`src/rtc_irq_pkg.sv`:
```
// Purpose: shared constants and types for the rtc interrupt router
// Assumes: 10 MHz system clock, 32.768 kHz timebase tick arriving as a pin
// Notes: register offsets are byte addresses on the device register port
package rtc_irq_pkg;

  localparam logic [7:0] ROUTE_A_CTRL_ADDR = 8'h29;
  localparam logic [7:0] ROUTE_B_CTRL_ADDR = 8'h2A;
  localparam logic [7:0] CTRL_RESET = 8'h00;

  // enable register bit positions
  localparam int BIT_LEVEL = 7;
  localparam int BIT_PERIODIC = 6;
  localparam int BIT_CORRECTION = 5;
  localparam int BIT_ALARM_ONE = 4;
  localparam int BIT_ALARM_TWO = 3;
  localparam int BIT_STAMP = 2;
  localparam int BIT_BATTERY = 1;
  localparam int BIT_WATCHDOG = 0;
  localparam int NUM_SOURCES = 7;

  // pin mode encodings that select interrupt output
  localparam logic [1:0] PIN_MODE_IRQ_A = 2'h2;
  localparam logic [1:0] PIN_FUNC_IRQ_B = 2'h2;

  // fast correction schedule
  localparam logic [2:0] MINUTE_PERIOD_LAST = 3'h7;
  localparam logic [5:0] SECOND_LAST = 6'h3B;
  localparam logic [7:0] COUNT_ZERO = 8'h00;

  // 128 Hz release clock from 32.768 kHz timebase: 256 ticks
  localparam logic [7:0] TICKS_PER_128HZ_LAST = 8'hFF;

  typedef struct packed {
    logic periodic;
    logic correction;
    logic alarm_one;
    logic alarm_two;
    logic stamp;
    logic battery;
    logic watchdog;
  } source_t;

  typedef struct packed {
    logic level_pulse_sel;
    source_t en;
  } route_ctrl_t;

  typedef enum logic {sched_idle, sched_run} sched_state_t;

endpackage

```
`src/rtc_irq_router.sv`:
```
// Purpose: route rtc interrupt sources to two active-low outputs, plus the fast offset pulse scheduler
// Assumes: event and flag inputs come from same-clock logic; tick_32k is an external pin
// Notes: outputs are registered; irq_out_a is open drain, irq_out_b push-pull on the stamp pin
`timescale 1ns/10ps
module rtc_irq_router
  import rtc_irq_pkg::*;
(
  // clock and reset
  input wire logic clk_sys,
  input wire logic reset,
  // register port
  input wire logic reg_wr,
  input wire logic [7:0] reg_addr,
  input wire logic [7:0] reg_wdata,
  output logic [7:0] reg_rdata,
  // timebase and calendar
  input wire logic tick_32k,
  input wire logic second_tick,
  input wire logic [5:0] current_second,
  input wire logic minute_tick,
  input wire logic [7:0] offset_value,
  input wire logic offset_fast_select,
  // source events and flags
  input wire source_t src_event,
  input wire source_t src_flag,
  // pin configuration
  input wire logic [1:0] irq_a_pin_mode,
  input wire logic [1:0] stamp_pin_function,
  // timebase correction
  output logic correction_pulse,
  output logic correction_add,
  // pins
  output logic irq_out_a,
  output logic irq_out_a_oe,
  output logic stamp_pin,
  output logic stamp_pin_oe,
  output logic all_flag_monitor
);

  // register and scheduler state
  route_ctrl_t route_ctrl [2];
  route_ctrl_t next_route_ctrl [2];
  logic [7:0] next_reg_rdata;
  sched_state_t state;
  sched_state_t next_state;
  logic [2:0] minute_count;
  logic [2:0] next_minute_count;
  logic [7:0] remaining;
  logic [7:0] next_remaining;
  logic sched_add;
  logic next_sched_add;
  logic next_correction_pulse;
  logic next_correction_add;
  // 128 Hz release clock from the synchronised timebase
  logic tick_meta;
  logic tick_sync;
  logic tick_prev;
  logic [7:0] tick_count;
  logic [7:0] next_tick_count;
  logic release_128;
  logic next_release_128;
  // shaped outputs
  logic [1:0] pulse_hold;
  logic [1:0] next_pulse_hold;
  logic [1:0] pulse_armed, next_pulse_armed;
  logic [1:0] active;
  logic next_irq_out_a;
  logic next_irq_out_a_oe;
  logic next_stamp_pin;
  logic next_stamp_pin_oe;
  logic next_all_flag_monitor;
  source_t trig;
  logic [7:0] mag;

  always_comb begin
    next_route_ctrl[0] = route_ctrl[0];
    next_route_ctrl[1] = route_ctrl[1];
    if (reg_wr && reg_addr == ROUTE_A_CTRL_ADDR) begin
      next_route_ctrl[0] = route_ctrl_t'(reg_wdata);
    end
    if (reg_wr && reg_addr == ROUTE_B_CTRL_ADDR) begin
      next_route_ctrl[1] = route_ctrl_t'(reg_wdata);
    end
    // unmapped addresses read zero
    next_reg_rdata = 8'h00;
    if (reg_addr == ROUTE_A_CTRL_ADDR) begin
      next_reg_rdata = route_ctrl[0];
    end else if (reg_addr == ROUTE_B_CTRL_ADDR) begin
      next_reg_rdata = route_ctrl[1];
    end
  end

  always_ff @(posedge clk_sys or posedge reset) begin
    if (reset) begin
      route_ctrl[0] <= CTRL_RESET;
      route_ctrl[1] <= CTRL_RESET;
      reg_rdata <= 8'h00;
    end else begin
      route_ctrl[0] <= next_route_ctrl[0];
      route_ctrl[1] <= next_route_ctrl[1];
      reg_rdata <= next_reg_rdata;
    end
  end

  // magnitude of the signed offset; -128 gives 128
  always_comb begin
    mag = offset_value[7] ? 8'((~offset_value) + 8'h01) : offset_value;
  end

  // fast correction scheduler
  always_comb begin
    next_state = state;
    next_minute_count = minute_count;
    next_remaining = remaining;
    next_sched_add = sched_add;
    next_correction_pulse = 1'b0;
    next_correction_add = correction_add;
    if (minute_tick) begin
      next_minute_count = 3'((minute_count == MINUTE_PERIOD_LAST) ? 3'h0 : minute_count + 3'h1);
    end
    unique case (state)
      sched_idle: begin
        // start every eighth minute at second 00; the first pulse lands on second 00 itself
        if (offset_fast_select && second_tick && current_second == 6'h00 &&
            minute_count == 3'h0 && mag != COUNT_ZERO) begin
          next_state = (mag == 8'h01) ? sched_idle : sched_run;
          next_remaining = 8'(mag - 8'h01);
          next_sched_add = ~offset_value[7];
          next_correction_pulse = 1'b1;
          next_correction_add = ~offset_value[7];
        end
      end
      sched_run: begin
        // one pulse per second, spilling into following minutes
        if (!offset_fast_select) begin
          next_state = sched_idle;
        end else if (second_tick) begin
          // pulse tells the timebase to add or drop one count
          next_correction_pulse = 1'b1;
          next_correction_add = sched_add;
          next_remaining = 8'(remaining - 8'h01);
          if (remaining == 8'h01) begin
            next_state = sched_idle;
          end
        end
      end
    endcase
  end

  always_ff @(posedge clk_sys or posedge reset) begin
    if (reset) begin
      state <= sched_idle;
      minute_count <= 3'h0;
      remaining <= COUNT_ZERO;
      sched_add <= 1'b0;
      correction_pulse <= 1'b0;
      correction_add <= 1'b0;
    end else begin
      state <= next_state;
      minute_count <= next_minute_count;
      remaining <= next_remaining;
      sched_add <= next_sched_add;
      correction_pulse <= next_correction_pulse;
      correction_add <= next_correction_add;
    end
  end

  // release clock: a 128 Hz strobe, unrelated in phase to the events
  always_comb begin
    next_tick_count = tick_count;
    next_release_128 = 1'b0;
    if (tick_sync && !tick_prev) begin
      next_tick_count = 8'(tick_count + 8'h01);
      next_release_128 = (tick_count == TICKS_PER_128HZ_LAST);
    end
  end

  always_ff @(posedge clk_sys or posedge reset) begin
    if (reset) begin
      tick_meta <= 1'b0;
      tick_sync <= 1'b0;
      tick_prev <= 1'b0;
      tick_count <= 8'h00;
      release_128 <= 1'b0;
    end else begin
      tick_meta <= tick_32k;
      tick_sync <= tick_meta;
      tick_prev <= tick_sync;
      tick_count <= next_tick_count;
      release_128 <= next_release_128;
    end
  end

  // correction trigger is the scheduler's own pulse; the rest arrive as events
  always_comb begin
    trig = src_event;
    trig.correction = next_correction_pulse;
  end

  // per-output shaping, identical for both routes
  genvar i;
  generate
    for (i = 0; i < 2; i++) begin : g_route
      logic pulse_trig;
      logic level_on;
      logic flag_cleared;
      // enabled triggers ORed, correction included; stamp fires regardless of its flag
      assign pulse_trig = |(trig & route_ctrl[i].en);
      // level follows enabled flags; correction has no flag, stays pulse-only
      assign level_on = |(src_flag & route_ctrl[i].en & ~source_t'(7'h20));
      // the pulse ends once no enabled flag is high, but never while correction is enabled
      assign flag_cleared = ~|(src_flag & route_ctrl[i].en & ~source_t'(7'h20)) &&
                            !route_ctrl[i].en.correction;
      always_comb begin
        next_pulse_hold[i] = pulse_hold[i];
        next_pulse_armed[i] = pulse_armed[i];
        // first 128 Hz strobe arms, the second releases, so a pulse not ended early by flag_cleared lasts one to two periods
        if (release_128) begin
          next_pulse_hold[i] = pulse_hold[i] && !pulse_armed[i];
          next_pulse_armed[i] = pulse_hold[i] && !pulse_armed[i];
        end
        if (pulse_hold[i] && flag_cleared) begin
          next_pulse_hold[i] = 1'b0;
        end
        // a fresh trigger wins over release and restarts the period count
        if (pulse_trig) begin
          next_pulse_hold[i] = 1'b1;
          next_pulse_armed[i] = 1'b0;
        end
        active[i] = next_pulse_hold[i] || (route_ctrl[i].level_pulse_sel && level_on);
      end
    end
  endgenerate

  // pin drivers and monitor
  always_comb begin
    // open drain: drive low only while active and pin mode selects it
    next_irq_out_a = 1'b0;
    next_irq_out_a_oe = active[0] && irq_a_pin_mode == PIN_MODE_IRQ_A;
    // push-pull active low on the stamp pin
    next_stamp_pin_oe = stamp_pin_function == PIN_FUNC_IRQ_B;
    next_stamp_pin = ~(active[1] && next_stamp_pin_oe);
    next_all_flag_monitor = |src_flag;
  end

  always_ff @(posedge clk_sys or posedge reset) begin
    if (reset) begin
      {pulse_armed, pulse_hold} <= 4'h0;
      irq_out_a <= 1'b0;
      irq_out_a_oe <= 1'b0;
      stamp_pin <= 1'b1;
      stamp_pin_oe <= 1'b0;
      all_flag_monitor <= 1'b0;
    end else begin
      {pulse_armed, pulse_hold} <= {next_pulse_armed, next_pulse_hold};
      irq_out_a <= next_irq_out_a;
      irq_out_a_oe <= next_irq_out_a_oe;
      stamp_pin <= next_stamp_pin;
      stamp_pin_oe <= next_stamp_pin_oe;
      all_flag_monitor <= next_all_flag_monitor;
    end
  end

endmodule

```
`config.mk`:
```
export PLATFORM = sky130hd
export DESIGN_NAME = rtc_irq_router
export DESIGN_NICKNAME = d
export VERILOG_FILES = /design/src/rtc_irq_pkg.sv /design/src/rtc_irq_router.sv
export SDC_FILE = /design/constraint.sdc
export NUM_CORES = 1
export LEC_CHECK = 0
export ABC_AREA = 1
export BUFFER_PORTS_ARGS = -buffer_cell sky130_fd_sc_hd__buf_2
export CORE_UTILIZATION = 50
export DETAILED_ROUTE_END_ITERATION = 6
export PLACE_DENSITY = 0.79
export SYNTH_ARGS = -nofsm -noshare
export SYNTH_HDL_FRONTEND = slang
export SYNTH_SLANG_ARGS = --single-unit
```
`constraint.sdc`:
```
create_clock -name clk_sys -period 2.2 [get_ports clk_sys]
set_input_delay 0.22 -clock clk_sys [delete_from_list [all_inputs] [get_ports clk_sys]]
set_output_delay 0.22 -clock clk_sys [all_outputs]
set_load 0.1 [all_outputs]
```
==> results.json <==
{
  "outcome": "complete, no violations",
  "hpwl_mm": 5.02,
  "area_growth_pct": 21.4,
  "num_rows": 28,
  "final_common_cell": "nand2_1",
  "p_leak_nw": 1.94,
  "async_flop_share_pct": 100,
  "critical_path.startpoint": "minute_count[0]",
  "final_antenna_net_count": 0,
  "synth_ff_type": "dfrtp_1",
  "drive_gt1_share_pct": 23.2,
  "cp-start-kind": "flop",
  "wl_per_cell_um": 12.7,
  "ys_ff_latch": 59,
  "grt_pass1_vias": 2759,
  "vias": 2732,
  "hold_start": "stamp_pin_function[0]",
  "cts_sinks": 59,
  "max_clock_freq_mhz": 509,
  "antenna_found_initial": 0,
  "start_util_pct": 52.0,
  "clock_skew_ns": 0.00630,
  "setup_viol": 0,
  "min_path_type": "input port to flop",
  "fp.dieW_um": 80.7,
  "grt_usage_pct": 23.4,
  "setup-tns-final_ns": 0,
  "nets": 518,
  "netlist_instances": 373,
  "gr-total-overflow": 0,
  "end_kind": "flop",
  "port_buffers": 67,
  "finish.utilization_pct": 63.1,
  "min_period_over_period_pct": 89.3,
  "synth_cell_types": 36,
  "cts_tree": "yes",
  "post-cts-setup-buffers": 0,
  "clk_pin_slew_worst_paths_ns": 0.06,
  "place_inst": 515,
  "reg2reg_from": "minute_count[0]",
  "drt_iter0_drc": 129,
  "slew_headroom_pct": 63.5,
  "rsz0062_at_grt": "false",
  "first_pass_iters": 4,
  "p_per_area_mw_per_mm2": 758,
  "finalPower_mw": 2.85,
  "layout_common_cells": "73 x nand2_1, 67 x buf_2, 58 x dfrtp_1, 56 x inv_1, 36 x o21ai_0",
  "netlist_area_sq_mm": 0.00309,
  "grt_pass1_wl_mm": 11.6,
  "setup.worst_path.class": "flop to flop",
  "core-area_sq_mm": 0.00596,
  "fillCellCount": 521,
  "clockBufferDepth": 2,
  "syn_nets": 438,
  "avgSynthCellArea_sq_um": 8.30,
  "dieArea_sq_mm": 0.00651,
  "drv_cap": 0,
  "drc": 0,
  "timing.final.hold_violations": 0,
  "clk_latency_ns": 0.32,
  "cts_resized": 0,
  "grt_max_degree": 28,
  "htree_levels": 3,
  "globalplace.congestion": 0.827,
  "die_h_um": 80.7,
  "cp.required_ns": 2.39,
  "path_max_fanout": 20,
  "diodes": 0,
  "synth-edff-count": 0,
  "ios": 70,
  "cts_buffers": 9,
  "period_needed_ns": 1.96,
  "slew_viol_final": 0,
  "tightest_slew_ns": 0.547,
  "ys.warnings.count": 0,
  "viasPerCell": 5.14,
  "yosysSeqAreaShare_pct": 47.8,
  "clockRootBuffer": "clkbuf_8",
  "peakVddDrop_v": 0.000449,
  "fin_cells": 532,
  "finalWirelength_mm": 6.75,
  "cp.arrival_ns": 2.16
}
sequential cells by signal, summed over array words and instances, names as in the netlist, 2 cells and up:
name	cells
tick_count	8
pulse_armed	2
pulse_hold	2
reg_rdata	8
minute_count	3
route_ctrl	16
remaining	8
power breakdown:
group	switching (mW)	internal, mW
registers	0.0858	1.21
logic	0.313	0.177
clock network	0.397	0.665
Yosys cell counts (3+ instances only):
master | number | area share (%)
a21oi_1 | 9 | 1.5
a31oi_1 | 4 | 0.81
buf_4 | 3 | 0.73
dfrtp_1 | 58 | 47
ha_1 | 10 | 4.0
inv_1 | 57 | 6.9
nand2_1 | 73 | 8.9
nand2_2 | 5 | 1.0
nand3_1 | 21 | 3.4
nand4_1 | 10 | 2.0
nor2_1 | 30 | 3.6
nor2_2 | 3 | 0.61
nor3_1 | 3 | 0.49
o211ai_1 | 4 | 0.97
o21ai_0 | 36 | 5.8
o22ai_1 | 13 | 2.6
xor2_1 | 9 | 2.5
critical path, stage by stage (launching register included):
cell and delay, ns:
dfrtp_1 0.38, inv_1 0.09, ha_1 0.16, nor3b_1 0.21, nand4_1 0.12, nor2_1 0.20
nand2_2 0.09, nand2_2 0.30, inv_1 0.14, nand2_1 0.07, o21ai_0 0.08
metal layers:
metal / up-vias / global-route usage (%) / part of all wire [%] / wire length [um]
met2: 48 / 39.7 / 51 / 3440
met4: 0 / 9.11 / 0.59 / 40
met3: 5 / 4.32 / 3.1 / 212
met1: 1292 / 29.3 / 45 / 3050
met5: - / 0 / 0 / 0
li1: 1387 / - / - / -
path summary, 6_finish.rpt:
kind | slack, ns | cells past startpoint | to
max | 0.24 | 10 | remaining[3]
min | 0.06 | 2 | stamp_pin_oe
max reg2reg | 0.24 | 10 | remaining[3]
min reg2reg | 0.37 | 0 | tick_sync
max in group asynchronous | 1.01 | 4 | stamp_pin
min in group asynchronous | 0.49 | 3 | release_128
kinds of logic after synthesis:
family / synth area share [%]
AOI/OAI and AO/OA: 13.7
xor gates and xnor gates: 2.55
adders and majority gates: 4.04
buffers and inverters: 8.57
DFF: 47.8
other: 0.121
and+or+nand+nor: 23.2
stage by stage:
stage,instance area [sq um],hold slack (ns),worst slack (ns)
after global placement,3530,0.293,0.178
after detailed placement,3530,0.300,0.114
after global routing,3760,0.0341,0.0169
after floorplan,3090,0.251,0.426
after CTS,3760,0.0407,0.245
final,3760,0.0574,0.236
cell type report:
| cell class | instances | area [sq um] | share of cell area [%] |
|---|---|---|---|
| clock buffers | 13 | 149 | 3.96 |
| flip-flops and latches | 59 | 1480 | 39.3 |
| multi-input cells | 249 | 1350 | 36.0 |
| clock inverters | 2 | 60.1 | 1.60 |
| repair buffers | 76 | 408 | 10.9 |
| well taps | 75 | 93.8 | 2.50 |
| inverters | 58 | 218 | 5.79 |
repair_timing:
item                                   4_1_cts  5_1_grt
endpoints found under the hold margin       26        0
setup endpoints to repair                    0        0
hold buffers                                 2        0
Note: power is estimated with default switching activity, not from simulation.
